===== src/inc/tspc_cfg.svh =====
`ifndef TSPC_CFG_SVH
`define TSPC_CFG_SVH
// register indices, byte address is index times four
`define TSPC_IDX_TP_LATCH  6'h00
`define TSPC_IDX_TP_LEVEL  6'h01
`define TSPC_IDX_TP_DIR    6'h02
`define TSPC_IDX_TP_DRIVE  6'h03
`define TSPC_IDX_TP_PULLEN 6'h04
`define TSPC_IDX_TP_PULLSL 6'h05
`define TSPC_IDX_SP_LATCH  6'h08
`define TSPC_IDX_SP_LEVEL  6'h09
`define TSPC_IDX_SP_DIR    6'h0a
`define TSPC_IDX_SP_DRIVE  6'h0b
`define TSPC_IDX_SP_PULLEN 6'h0c
`define TSPC_IDX_SP_PULLSL 6'h0d
`define TSPC_IDX_SP_OPEN   6'h0e
// address field split
`define TSPC_ADDR_W   8
`define TSPC_IDX_HI   7
`define TSPC_IDX_LO   2
// reset values
`define TSPC_RST_TP   4'h0
`define TSPC_RST_SP   8'h00
`define TSPC_RST_SP_PULLEN 8'hff
`define TSPC_RST_WORD 32'h0000_0000
`define TSPC_ZERO_LO  4'h0
`define TSPC_ZERO_HI  24'h00_0000
// serial pin positions
`define TSPC_SP_UART1_TX 3
`define TSPC_SP_UART1_RX 2
`define TSPC_SP_UART0_TX 1
`define TSPC_SP_UART0_RX 0
`define TSPC_SP_SPI_HI   7
`define TSPC_SP_SPI_LO   4
`endif


===== src/inc/tspc_pkg.sv =====
package tspc_pkg;
    typedef logic [5:0] tspc_idx_t;
    typedef logic [7:0] tspc_byte_t;
    typedef logic [3:0] tspc_nib_t;
endpackage : tspc_pkg


===== src/verilog/tspc_top.sv =====
// Function
// - enabled output compare forces its timer pin to output
// - direction bit keeps value under compare, regains control after
// - input capture leaves direction bit in control, timer sees level
// - timer direction holds bits 7..4, one means output
// - latch and level read-back may lag five cycles after direction
// - drive bit selects reduced drive on outputs, ignored on inputs
// - timer pull enable acts on inputs only, all off after reset
// - timer pull select one pull-down, zero pull-up, when enabled
// - serial latch reads latch for outputs, pin level for inputs
// - enabled spi owns serial pins 7..4 with its own direction
// - uarts own pins 3..0, transmit output, receive input
// - enabled uart ignores matching direction bits on its pins
// - disabled spi or uart returns control to direction bits
// - serial pin level reads actual pins, writes ignored
// - serial pull enable acts on input or open-drain, on at reset
// - serial pull select: pull-down input, pull-up input or open-drain
// - open-drain drives low only, also for spi and uart outputs
// - timer pin level reads actual pins, writes ignored
// - registers decoded at fixed offsets from a chip-level base
`timescale 1ns/1ps
`include "tspc_cfg.svh"

module tspc_top
    import tspc_pkg::*;
#(
    parameter int TP_W = 4,
    parameter int SP_W = 8
) (
    input  wire logic        core_clk_i,
    input  wire logic        sys_rst_i,
    input  wire logic [7:0]  avs_address_i,
    input  wire logic        avs_read_i,
    input  wire logic        avs_write_i,
    input  wire logic [31:0] avs_writedata_i,
    input  wire logic [3:0]  avs_byteenable_i,
    output logic      [31:0] avs_readdata_o,
    output logic             avs_waitrequest_o,
    input  wire logic [3:0]  tp_pin_i,
    output logic      [3:0]  tp_pin_o,
    output logic      [3:0]  tp_pin_oe_o,
    output logic      [3:0]  tp_reduced_drive_o,
    output logic      [3:0]  tp_pull_en_o,
    output logic      [3:0]  tp_pull_down_o,
    input  wire logic [3:0]  oc_enable_i,
    input  wire logic [3:0]  oc_level_i,
    output logic      [3:0]  tp_capture_level_o,
    input  wire logic [7:0]  sp_pin_i,
    output logic      [7:0]  sp_pin_o,
    output logic      [7:0]  sp_pin_oe_o,
    output logic      [7:0]  sp_reduced_drive_o,
    output logic      [7:0]  sp_pull_en_o,
    output logic      [7:0]  sp_pull_down_o,
    input  wire logic        spi_enable_i,
    input  wire logic [3:0]  spi_dir_i,
    input  wire logic [3:0]  spi_out_i,
    input  wire logic        uart0_tx_en_i,
    input  wire logic        uart0_tx_i,
    input  wire logic        uart0_rx_en_i,
    input  wire logic        uart1_tx_en_i,
    input  wire logic        uart1_tx_i,
    input  wire logic        uart1_rx_en_i,
    output logic      [7:0]  sp_level_o
);

    generate
        if (TP_W != 4 || SP_W != 8) begin : g_bad_width
            $error("tspc_top: port widths are fixed at 4 and 8");
        end
    endgenerate

    // read-back: latch for outputs, pin for inputs
    function automatic tspc_byte_t port_read(
        input tspc_byte_t latch,
        input tspc_byte_t level,
        input tspc_byte_t dir
    );
        port_read = (latch & dir) | (level & ~dir);
    endfunction : port_read

    // configuration registers
    tspc_nib_t  tp_latch;
    tspc_nib_t  tp_dir;
    tspc_nib_t  tp_drive;
    tspc_nib_t  tp_pullen;
    tspc_nib_t  tp_pullsl;
    tspc_byte_t sp_latch;
    tspc_byte_t sp_dir;
    tspc_byte_t sp_drive;
    tspc_byte_t sp_pullen;
    tspc_byte_t sp_pullsl;
    tspc_byte_t sp_open;

    // pin synchronisers, timer pins in the upper nibble
    logic [11:0] sync_a;
    logic [11:0] sync_b;
    logic [11:0] sync_c;
    logic [11:0] pin_level;

    // bus decode
    tspc_idx_t  idx;
    logic       req;
    logic       wr_go;
    logic       wr_lane;
    tspc_byte_t wbyte;
    logic [31:0] next_readdata;

    // effective pin control
    tspc_nib_t  next_tp_oe;
    tspc_nib_t  next_tp_out;
    tspc_byte_t next_sp_dir;
    tspc_byte_t next_sp_out;

    assign idx     = avs_address_i[`TSPC_IDX_HI:`TSPC_IDX_LO];
    assign req     = avs_read_i | avs_write_i;
    assign wr_go   = avs_write_i & ~avs_waitrequest_o;
    assign wr_lane = wr_go & avs_byteenable_i[0];
    assign wbyte   = avs_writedata_i[7:0];

    // one wait cycle, answer on the second edge
    always_ff @(posedge core_clk_i) begin
        if (sys_rst_i) begin
            avs_waitrequest_o <= 1'b1;
        end else begin
            avs_waitrequest_o <= ~(req & avs_waitrequest_o);
        end
    end

    // read mux, unmapped reads zero
    always_comb begin
        next_readdata = `TSPC_RST_WORD;
        case (idx)
            `TSPC_IDX_TP_LATCH: begin
                next_readdata[7:0] = port_read(
                    {tp_latch, `TSPC_ZERO_LO},
                    {pin_level[11:8], `TSPC_ZERO_LO},
                    {tp_dir, `TSPC_ZERO_LO});
            end
            `TSPC_IDX_TP_LEVEL: begin
                next_readdata[7:0] =
                    {pin_level[11:8], `TSPC_ZERO_LO};
            end
            `TSPC_IDX_TP_DIR: begin
                next_readdata[7:0] = {tp_dir, `TSPC_ZERO_LO};
            end
            `TSPC_IDX_TP_DRIVE: begin
                next_readdata[7:0] = {tp_drive, `TSPC_ZERO_LO};
            end
            `TSPC_IDX_TP_PULLEN: begin
                next_readdata[7:0] = {tp_pullen, `TSPC_ZERO_LO};
            end
            `TSPC_IDX_TP_PULLSL: begin
                next_readdata[7:0] = {tp_pullsl, `TSPC_ZERO_LO};
            end
            `TSPC_IDX_SP_LATCH: begin
                next_readdata[7:0] = port_read(sp_latch,
                    pin_level[7:0], sp_dir);
            end
            `TSPC_IDX_SP_LEVEL: begin
                next_readdata[7:0] = pin_level[7:0];
            end
            `TSPC_IDX_SP_DIR: begin
                next_readdata[7:0] = sp_dir;
            end
            `TSPC_IDX_SP_DRIVE: begin
                next_readdata[7:0] = sp_drive;
            end
            `TSPC_IDX_SP_PULLEN: begin
                next_readdata[7:0] = sp_pullen;
            end
            `TSPC_IDX_SP_PULLSL: begin
                next_readdata[7:0] = sp_pullsl;
            end
            `TSPC_IDX_SP_OPEN: begin
                next_readdata[7:0] = sp_open;
            end
            default: begin
                next_readdata = `TSPC_RST_WORD;
            end
        endcase
    end

    // read data captured in the wait cycle
    always_ff @(posedge core_clk_i) begin
        if (sys_rst_i) begin
            avs_readdata_o <= `TSPC_RST_WORD;
        end else if (avs_read_i & avs_waitrequest_o) begin
            avs_readdata_o <= next_readdata;
        end
    end

    // timer port registers, low nibble not stored
    always_ff @(posedge core_clk_i) begin
        if (sys_rst_i) begin
            tp_latch <= `TSPC_RST_TP;
        end else if (wr_lane && idx == `TSPC_IDX_TP_LATCH) begin
            tp_latch <= wbyte[7:4];
        end
    end

    always_ff @(posedge core_clk_i) begin
        if (sys_rst_i) begin
            tp_dir <= `TSPC_RST_TP;
        end else if (wr_lane && idx == `TSPC_IDX_TP_DIR) begin
            tp_dir <= wbyte[7:4];
        end
    end

    always_ff @(posedge core_clk_i) begin
        if (sys_rst_i) begin
            tp_drive <= `TSPC_RST_TP;
        end else if (wr_lane && idx == `TSPC_IDX_TP_DRIVE) begin
            tp_drive <= wbyte[7:4];
        end
    end

    always_ff @(posedge core_clk_i) begin
        if (sys_rst_i) begin
            tp_pullen <= `TSPC_RST_TP;
        end else if (wr_lane && idx == `TSPC_IDX_TP_PULLEN) begin
            tp_pullen <= wbyte[7:4];
        end
    end

    always_ff @(posedge core_clk_i) begin
        if (sys_rst_i) begin
            tp_pullsl <= `TSPC_RST_TP;
        end else if (wr_lane && idx == `TSPC_IDX_TP_PULLSL) begin
            tp_pullsl <= wbyte[7:4];
        end
    end

    // serial port registers, level register has no storage
    always_ff @(posedge core_clk_i) begin
        if (sys_rst_i) begin
            sp_latch <= `TSPC_RST_SP;
        end else if (wr_lane && idx == `TSPC_IDX_SP_LATCH) begin
            sp_latch <= wbyte;
        end
    end

    always_ff @(posedge core_clk_i) begin
        if (sys_rst_i) begin
            sp_dir <= `TSPC_RST_SP;
        end else if (wr_lane && idx == `TSPC_IDX_SP_DIR) begin
            sp_dir <= wbyte;
        end
    end

    always_ff @(posedge core_clk_i) begin
        if (sys_rst_i) begin
            sp_drive <= `TSPC_RST_SP;
        end else if (wr_lane && idx == `TSPC_IDX_SP_DRIVE) begin
            sp_drive <= wbyte;
        end
    end

    always_ff @(posedge core_clk_i) begin
        if (sys_rst_i) begin
            sp_pullen <= `TSPC_RST_SP_PULLEN;
        end else if (wr_lane && idx == `TSPC_IDX_SP_PULLEN) begin
            sp_pullen <= wbyte;
        end
    end

    always_ff @(posedge core_clk_i) begin
        if (sys_rst_i) begin
            sp_pullsl <= `TSPC_RST_SP;
        end else if (wr_lane && idx == `TSPC_IDX_SP_PULLSL) begin
            sp_pullsl <= wbyte;
        end
    end

    always_ff @(posedge core_clk_i) begin
        if (sys_rst_i) begin
            sp_open <= `TSPC_RST_SP;
        end else if (wr_lane && idx == `TSPC_IDX_SP_OPEN) begin
            sp_open <= wbyte;
        end
    end

    // three-stage pin sync, change taken when b and c agree
    always_ff @(posedge core_clk_i) begin
        if (sys_rst_i) begin
            sync_a <= '0;
            sync_b <= '0;
            sync_c <= '0;
        end else begin
            sync_a <= {tp_pin_i, sp_pin_i};
            sync_b <= sync_a;
            sync_c <= sync_b;
        end
    end

    genvar gi;
    generate
        for (gi = 0; gi < 12; gi++) begin : g_filter
            always_ff @(posedge core_clk_i) begin
                if (sys_rst_i) begin
                    pin_level[gi] <= 1'b0;
                end else if (sync_b[gi] == sync_c[gi]) begin
                    pin_level[gi] <= sync_c[gi];
                end
            end
        end
    endgenerate

    // timer pin ownership
    always_comb begin
        next_tp_oe  = oc_enable_i | tp_dir;
        next_tp_out = (oc_enable_i & oc_level_i)
                    | (~oc_enable_i & tp_latch);
    end

    // serial pin ownership
    always_comb begin
        next_sp_dir = sp_dir;
        next_sp_out = sp_latch;
        if (spi_enable_i) begin
            next_sp_dir[`TSPC_SP_SPI_HI:`TSPC_SP_SPI_LO] =
                spi_dir_i;
            next_sp_out[`TSPC_SP_SPI_HI:`TSPC_SP_SPI_LO] =
                spi_out_i;
        end
        if (uart1_tx_en_i) begin
            next_sp_dir[`TSPC_SP_UART1_TX] = 1'b1;
            next_sp_out[`TSPC_SP_UART1_TX] = uart1_tx_i;
        end
        if (uart1_rx_en_i) begin
            next_sp_dir[`TSPC_SP_UART1_RX] = 1'b0;
        end
        if (uart0_tx_en_i) begin
            next_sp_dir[`TSPC_SP_UART0_TX] = 1'b1;
            next_sp_out[`TSPC_SP_UART0_TX] = uart0_tx_i;
        end
        if (uart0_rx_en_i) begin
            next_sp_dir[`TSPC_SP_UART0_RX] = 1'b0;
        end
    end

    // timer pad controls
    always_ff @(posedge core_clk_i) begin
        if (sys_rst_i) begin
            tp_pin_o           <= `TSPC_RST_TP;
            tp_pin_oe_o        <= `TSPC_RST_TP;
            tp_reduced_drive_o <= `TSPC_RST_TP;
        end else begin
            tp_pin_o           <= next_tp_out;
            tp_pin_oe_o        <= next_tp_oe;
            tp_reduced_drive_o <= tp_drive & next_tp_oe;
        end
    end

    always_ff @(posedge core_clk_i) begin
        if (sys_rst_i) begin
            tp_pull_en_o   <= `TSPC_RST_TP;
            tp_pull_down_o <= `TSPC_RST_TP;
        end else begin
            tp_pull_en_o   <= tp_pullen & ~next_tp_oe;
            tp_pull_down_o <= tp_pullsl & tp_pullen
                            & ~next_tp_oe;
        end
    end

    // serial pad controls
    always_ff @(posedge core_clk_i) begin
        if (sys_rst_i) begin
            sp_pin_o           <= `TSPC_RST_SP;
            sp_pin_oe_o        <= `TSPC_RST_SP;
            sp_reduced_drive_o <= `TSPC_RST_SP;
        end else begin
            sp_pin_o    <= next_sp_out;
            sp_pin_oe_o <= next_sp_dir
                         & ~(sp_open & next_sp_out);
            sp_reduced_drive_o <= sp_drive & next_sp_dir;
        end
    end

    always_ff @(posedge core_clk_i) begin
        if (sys_rst_i) begin
            sp_pull_en_o   <= `TSPC_RST_SP;
            sp_pull_down_o <= `TSPC_RST_SP;
        end else begin
            sp_pull_en_o <= sp_pullen
                & (~next_sp_dir | (sp_open & ~sp_pullsl));
            sp_pull_down_o <= sp_pullen & sp_pullsl
                & ~next_sp_dir;
        end
    end

    // filtered levels to the peripherals
    always_ff @(posedge core_clk_i) begin
        if (sys_rst_i) begin
            tp_capture_level_o <= `TSPC_RST_TP;
            sp_level_o         <= `TSPC_RST_SP;
        end else begin
            tp_capture_level_o <= pin_level[11:8];
            sp_level_o         <= pin_level[7:0];
        end
    end

endmodule : tspc_top


===== config.mk =====
export PLATFORM = sky130hd
export DESIGN_NAME = tspc_top
export DESIGN_NICKNAME = d
export VERILOG_FILES = /design/src/inc/tspc_pkg.sv /design/src/verilog/tspc_top.sv
export VERILOG_INCLUDE_DIRS = /design/src /design/src/inc
export SDC_FILE = /design/constraint.sdc
export NUM_CORES = 1
export LEC_CHECK = 0
export BUFFER_PORTS_ARGS = -buffer_cell sky130_fd_sc_hd__buf_2
export CORE_MARGIN = 4
export CORE_UTILIZATION = 37
export CTS_BUF_LIST = sky130_fd_sc_hd__clkbuf_2 sky130_fd_sc_hd__clkbuf_4 sky130_fd_sc_hd__clkbuf_8
export DETAILED_ROUTE_END_ITERATION = 16
export SETUP_SLACK_MARGIN = 0.05
export SYNTH_ARGS = -nofsm -noshare
export SYNTH_HDL_FRONTEND = slang
export SYNTH_SLANG_ARGS = --single-unit
export TNS_END_PERCENT = 30

===== constraint.sdc =====
create_clock -name core_clk_i -period 1.52 [get_ports core_clk_i]
set_input_delay 0.076 -clock core_clk_i [delete_from_list [all_inputs] [get_ports core_clk_i]]
set_output_delay 0.076 -clock core_clk_i [all_outputs]
set_load 0.03 [all_outputs]

After elaboration in Yosys (flattened, before gate mapping)
Cells that the tools add are included.
{ "op_classes": {"multipliers": 0, "div": 0, "add_sub_neg": 0, "shifts": 0, "n_reduce_logical": 12, "eq_ne": 24, "magnitude_cmp": 0, "n_bitwise": 36, "muxes": 9} }
{ "ops": {"columns": ["cell", "count"], "rows": [
  ["$pmux 8 s13", 1],
  ["$and 8x8->8", 11],
  ["$eq 6x4->1 const B", 7],
  ["$not 8->8", 5],
  ["$and 4x4->4", 6],
  ["$or 8x8->8", 3],
  ["$eq 1x1->1", 12],
  ["$eq 6x2->1 const B", 2],
  ["$eq 6x3->1 const B", 2],
  ["$logic_and 1x1->1", 11],
  ["$mux 4", 2],
  ["$not 4->4", 2],
  ["$or 4x4->4", 2],
  ["$eq 6x1->1 const B", 1],
  ["$logic_not 6->1", 1],
  ["$mux 1", 6],
  ["$and 1x1->1", 4],
  ["$not 1->1", 2],
  ["$or 1x1->1", 1]
]} }
{ "word_totals": {"reg_bits": 197, "rom_bits": 0, "ram_bits": 0, "latchBits": 0, "memories": 0, "out_inout_bits": 105} }

Longest topological paths before layout
Gate-level depths: netlist of run 1.
{ "depth": {"depth_word": 4, "depth_mapped": 8, "ltp_nobuf": 5} }

Worst setup path before layout of run 1
Ideal clock, no wire load.
{ "synth_timing": {"kind": "register -> register", "start": "reg avs_waitrequest_o", "end": "reg tp_dir[3]", "stages_incl_launch_ff": 8, "setup_time_ns": 0.128, "setup_slack_ns": -0.315, "synth_period_minus_slack_ns": 1.835, "arrival_ns": 1.707, "required_time_ns": 1.392, "path_cell_list": "dfxtp_1 > and3b_1 > clkbuf_1 > nand3b_1 > or3_1 > clkbuf_1 > mux2i_1 > nor2_1"} }
{ "synth_between": {"elab_chain_cells": 4} }
{ "synth_rtl": {"columns": ["element", "line", "text"], "rows": [
  ["start, declared", "tspc_top.sv:38", "output logic avs_waitrequest_o,"],
  ["start signal, assigned", "tspc_top.sv:125", "avs_waitrequest_o <= ~(req & avs_waitrequest_o);"],
  ["$not 1->1", "tspc_top.sv:116", "assign wr_go = avs_write_i & ~avs_waitrequest_o;"],
  ["$and 1x1->1", "tspc_top.sv:116", null],
  ["$and 1x1->1", "tspc_top.sv:117", "assign wr_lane = wr_go & avs_byteenable_i[0];"],
  ["$logic_and 1x1->1 (no source line)", null, null],
  ["end signal, assigned", "tspc_top.sv:203", "tp_dir <= `TSPC_RST_TP;"],
  ["end signal, assigned", "tspc_top.sv:205", "tp_dir <= wbyte[7:4];"],
  ["end, declared", "tspc_top.sv:83", "tspc_nib_t tp_dir;"]
]} }
Every way passes these cells.
A chain may end at the register's enable or synchronous reset.

Final worst setup path of run 1
{ "layout_timing": {"start": "reg avs_waitrequest_o", "end": "reg sp_open[4]"} }
{ "layout_between": {"elab_chain_cells": 4} }
{ "layout_rtl": {"columns": ["element", "line", "text"], "rows": [
  ["$not 1->1", "tspc_top.sv:116", null],
  ["$and 1x1->1", "tspc_top.sv:116", null],
  ["$and 1x1->1", "tspc_top.sv:117", null],
  ["$logic_and 1x1->1 (no source line)", null, null],
  ["end signal, assigned", "tspc_top.sv:276", "sp_open <= `TSPC_RST_SP;"],
  ["end signal, assigned", "tspc_top.sv:278", "sp_open <= wbyte;"],
  ["end, declared", "tspc_top.sv:92", "tspc_byte_t sp_open;"]
]} }
Every way passes these cells.

==> out/metrics.yaml, run 1 <==
outcome: "complete, but fails checks"
violations: "negative setup slack"
cts-root-to-sink-buffers: 2
drive_gt1_share_pct: 23.9
arrival_ns: 1.90
synth.top_cell.area_share_pct: 53.5
firstDrtPassIters: 5
pre_cts_slack_ns: -0.117
worst_setup_path_start_kind: "register"
cts_buffers: 17
hp-start: "spi_dir_i[1]"
die_h_um: 149
fin_tns_setup_ns: -0.00520
cts_tree: "built"
vias_per_cell: 4.78
max_slew_margin_pct: 62.3
synthTopCellsByArea: "dfxtp_1 54%, mux2i_1 9.6%, nor2b_1 4.5%, nor2_1 3.9%, nand2_1 3.4%"
final_core_util_pct: 48.6
fin_nets: 1063
first_global_vias: 5565
yosys_warnings: 0
grt_pass1_wl_um: 30400
hold_violations: 0
cts_root_buf: "clkbuf_8"
pin_count: 188
p_leak_uw: 0.00395
crit_type: "register to register"
fin_ws_ns: -0.00489
p_comb_share_pct: 8.5
dieArea_mm2: 0.0222
insertion_delay_ns: 0.48
cp.required_ns: 1.90
seq_power_share_pct: 55.9
finalCriticalPeriod_ns: 1.52
skew_ns: 0.0157
synthCells: 772
clock_power_share_pct: 35.6
path_clk_slew_ns: 0.11
p_int_uw: 6810
fmax_mhz: 656
ant_nets: 0
netSwitchingPower_uw: 2600
report.final.slew_viol_count: 0
drc: 0
track_usage_pct: 17.7
peakVddDrop_v: 0.000559
setup-violations-final: 2
clock_sinks: 197
syn_area_per_cell_um2: 9.55
wirelength_um: 19800
rows: 51
die_w_um: 149
port-buffer-count: 134
r2r-start: "avs_waitrequest_o$_SDFF_PP1_"
grt_max_degree: 86
place_hpwl_um: 14000
yosysSeqAreaShare_pct: 53.5
antenna_found_initial: 2
rsz0062_at_grt: "true"
yosysTopAreaCell: "dfxtp_1"
vias: 6013
final.period_utilization_pct: 100
overflow: 0
hp-class: "input port to register"
num-fill-cells: 1882
ys_ff_latch: 197
synth_area_mm2: 0.00737
gp_congestion: 0.862
critPathMaxFanout: 8
worst_hold_slack_ns: 0.0142
synth_cell_type_count: 46
initial_core_util_pct: 37.7
wl_per_cell_um: 15.7
h-tree-depth: 4
maxCapViolations: 0
swShare_pct: 27.6
cp-end-kind: "register"
drt_iter0_markers: 372
area_growth_pct: 28.8
p_per_area_mw_per_mm2: 991
core-area_mm2: 0.0195
power_uw: 9410
crit_start: "avs_waitrequest_o$_SDFF_PP1_"
tightestPinTransition_ns: 0.550
worst paths after layout:
check	to	slack, ns	depth (start not counted)
max	sp_open[4]$_SDFFE_PP0P_	-0.005	7
min	sp_pin_oe_o[5]$_SDFF_PP0_	0.01	3
max reg2reg	sp_open[4]$_SDFFE_PP0P_	-0.005	7
min reg2reg	sync_b[8]$_SDFF_PP0_	0.45	1
cell usage in the layout, fill, tap and decap left out, types with 6 or more instances in the layout:
cell type	instances
dfxtp_1	196
buf_2	133
nor2_1	76
mux2i_1	70
nand2_1	66
nor2b_1	53
a21oi_1	46
dlygate4sd3_1	46
buf_4	45
nand3_1	30
o21ai_0	26
conb_1	24
nor3b_1	18
clkbuf_8	17
inv_1	14
and2_1	9
nor3_1	8
nand2b_1	8
and4_1	8
o22ai_1	8
and3_1	7
buf_6	7
nand3b_1	6
state kept, by name, summed over array words and instances (netlist names), 8 cells and up:
signal and flops:
avs_readdata_o 8, pin_level 12, sp_dir 8, sp_drive 8, sp_latch 8, sp_level_o 8, sp_open 8, sp_pin_o 8
sp_pin_oe_o 8, sp_pull_down_o 8, sp_pull_en_o 8, sp_pullen 8, sp_pullsl 8, sp_reduced_drive_o 8, sync_a 12, sync_b 12
sync_c 12
what timing repair did:
action                                  in CTS  in global routing
hold buffers                                46                  0
setup buffers                                0                  0
endpoints found under the setup margin      48                 49
endpoints found under the hold margin       93                  0
gates resized for setup                     13                  1
pin swaps                                    2                  4
worst max-delay path, cell delays in order (launching register included):
cell and delay, ns:
dfxtp_4 0.36, and3b_2 0.26, nand3b_1 0.13, buf_6 0.16
nor2_4 0.09, buf_12 0.15, mux2i_2 0.21, nor2_1 0.05
power groups by stage:
stage / combinational [uW] / clock (uW) / sequential [uW]
after floorplan: 391 / 0 / 5460
after global placement: 701 / 0 / 5380
after detailed placement: 701 / 0 / 5380
after CTS: 797 / 3440 / 5260
after global routing: 859 / 3660 / 5270
final: 799 / 3350 / 5260
final cells by class:
class                   instances  area, um2  share of cell area, %
well taps                     265        332                   3.49
inverters                      14       52.6                  0.554
repair buffers                236       1640                   17.3
flip-flops and latches        197       3950                   41.6
clock buffers                  18        241                   2.54
diodes                          1       2.50                 0.0264
multi-input cells             514       3110                   32.8
clock inverters                14        158                   1.66
per-layer routing:
metal | vias up | routed length, um | global-route usage [%]
li1 | 3004 | - | -
met4 | 4 | 259 | 4.85
met5 | - | 21 | 0
met1 | 2799 | 9500 | 25.0
met2 | 182 | 8750 | 27.0
met3 | 24 | 1280 | 4.50
cells in the mapped netlist, drive strengths merged:
cell type / n
nor2b: 53
nand2b: 8
o211ai: 3
o21a: 2
o21bai: 4
nor4b: 2
nor3: 10
a31o: 1
a31oi: 4
or3: 3
dfxtp: 197
mux2i: 71
and3b: 1
nand3: 30
o31ai: 1
buf: 38
a221oi: 5
nand3b: 6
clkbuf: 32
nor2: 78
a211oi: 2
nor3b: 18
o22ai: 8
o21ai: 26
inv: 14
a21oi: 46
a32oi: 4
and3: 10
and2: 9
o31a: 2
nand4: 1
a22oi: 1
o32ai: 2
and4: 8
nand2: 67
conb: 1
or4b: 2
mux2: 2
per-stage QoR:
step	cell area, um2	std cells
floorplan	7470	795
global placement	8570	1180
detailed placement	8570	1180
CTS	9480	1258
global route	9490	1258
finish	9490	1259
logic make-up after synthesis:
kind of cell | after synthesis | synth area share [%]
compound gates | 111 | 8.90
buf+inv | 84 | 5.81
flops | 197 | 53.5
mux | 73 | 9.95
other cells | 1 | 0.0509
simple gates | 306 | 21.8
(Power assumes the default switching activity.)
==> run 2, diff against run 1 <==
- CORE_UTILIZATION: 37 -> 40
- PLACE_DENSITY: not set -> 0.65
==> run 2 against run 1 <==
Effect of this change:
- the flow still finishes with violations (negative setup slack)
- worst setup slack got worse by 0.027 ns
- flip-flop and latch count did not move
- non-clock buffer count fell by 3
- utilization rose by 4.1 points
- total power rose by 0.84%
- cell count fell by 3.2%
- clock power rose by 2%
- clock skew fell by 0.0027 ns
- clock-buffer cell count rose by 1
- largest cell class unchanged
==> out/metrics.yaml, run 2 (same netlist as run 1, synthesis figures left out) <==
outcome: "complete, but fails checks"
violations: "negative setup slack"
ant_nets: 0
p_per_area_mw_per_mm2: 999
critPathMaxFanout: 8
power_uw: 9490
wl_per_cell_um: 16.0
worst_setup_path_start_kind: "register"
final_common_cell: "dfxtp_1"
max_slew_margin_pct: 65.5
antenna_found_initial: 3
clock_sinks: 197
cts_tree: "built"
tightestPinTransition_ns: 0.502
path_clk_slew_ns: 0.10
cts_root_buf: "clkbuf_8"
mostFrequentLayoutCells: "196 x dfxtp_1, 133 x buf_2, 76 x nor2_1"
initial_core_util_pct: 40.9
seqCellArea_mm2: 0.00395
grt_max_degree: 108
first_global_vias: 5680
cp.required_ns: 1.87
vias_per_cell: 4.91
core-area_mm2: 0.0180
cts_buffers: 17
postCtsSetupRepairBufs: 0
report.final.slew_viol_count: 0
gp_congestion: 0.879
dieArea_mm2: 0.0207
skew_ns: 0.0130
fin_ws_ns: -0.0316
fin_tns_setup_ns: -0.193
cp-end-kind: "register"
fin_nets: 1060
hp-class: "input port to register"
insertion_delay_ns: 0.47
pre_cts_slack_ns: -0.139
final.period_utilization_pct: 102
crit_type: "register to register"
grt_pass1_wl_um: 30000
drt_iter0_markers: 361
h-tree-depth: 4
area_growth_pct: 28.9
die_w_um: 144
p_leak_uw: 0.00395
final_core_util_pct: 52.7
maxCapViolations: 0
fmax_mhz: 644
cts-root-to-sink-buffers: 2
drc: 0
setup-violations-final: 13
num-fill-cells: 1684
multiInputGateArea_mm2: 0.00311
rows: 49
arrival_ns: 1.90
pin_count: 188
die_h_um: 144
worst_hold_slack_ns: 0.0318
rsz0062_at_grt: "true"
finalCriticalPeriod_ns: 1.55
firstDrtPassIters: 5
track_usage_pct: 18.6
peakVddDrop_v: 0.000605
drive_gt1_share_pct: 23.5
wirelength_um: 19500
port-buffer-count: 134
overflow: 0
hold_violations: 0
place_hpwl_um: 13700
vias: 5983
## run 2: path summary, 6_finish.rpt
check	startpoint	end	slack [ns]	depth (start not counted)
hold / removal	uart1_tx_en_i	sp_pull_en_o[3]$_SDFF_PP0_	0.03	4
hold reg to reg	sync_a[2]$_SDFF_PP0_	sync_b[2]$_SDFF_PP0_	0.44	1
setup reg to reg	avs_waitrequest_o$_SDFF_PP1_	sp_open[6]$_SDFFE_PP0P_	-0.03	7
setup / recovery	avs_waitrequest_o$_SDFF_PP1_	sp_open[6]$_SDFFE_PP0P_	-0.03	7
## run 2: layout make-up
cell class              count  share of cell area, %
inverters                  14                  0.553
multi-input cells         514                   32.8
clock inverters            12                   1.49
diodes                      1                 0.0263
flip-flops and latches    197                   41.6
clock buffers              19                   2.75
well taps                 229                   3.02
repair buffers            233                   17.8
## run 2: timing repair
action | in CTS | in global routing
hold endpoints to repair | 89 | 0
resized for setup | 9 | 1
gates cloned | 0 | 0
hold buffers | 47 | 0
pin swaps | 2 | 4
setup endpoints to repair | 44 | 48
## run 2: critical path: stages, from the launching register on
cell and delay (ns):
dfxtp_4 0.35, and3b_2 0.26, nand3b_1 0.14, buf_6 0.17, nor2_4 0.09, buf_12 0.16, mux2i_1 0.19, nor2_1 0.06
## run 2: power breakdown
group / internal [uW] / switching (uW) / total [uW]
logic: 322 / 491 / 813
clock network: 1570 / 1840 / 3410
registers: 5240 / 24.1 / 5260
## run 2: metal layers
| metal | global-route usage [%] | part of all wire [%] | vias up |
|---|---|---|---|
| li1 | - | - | 2997 |
| met1 | 25.5 | 47 | 2760 |
| met2 | 29.3 | 45 | 193 |
| met3 | 4.56 | 6.8 | 29 |
| met4 | 5.65 | 1.7 | 4 |
| met5 | 0 | 0.072 | - |
## run 2: stage by stage
stage,instance area [um2],cells
CTS,9490,1218
detailed placement,8590,1140
global placement,8590,1140
global route,9500,1219
finish,9500,1219
floorplan,7470,795
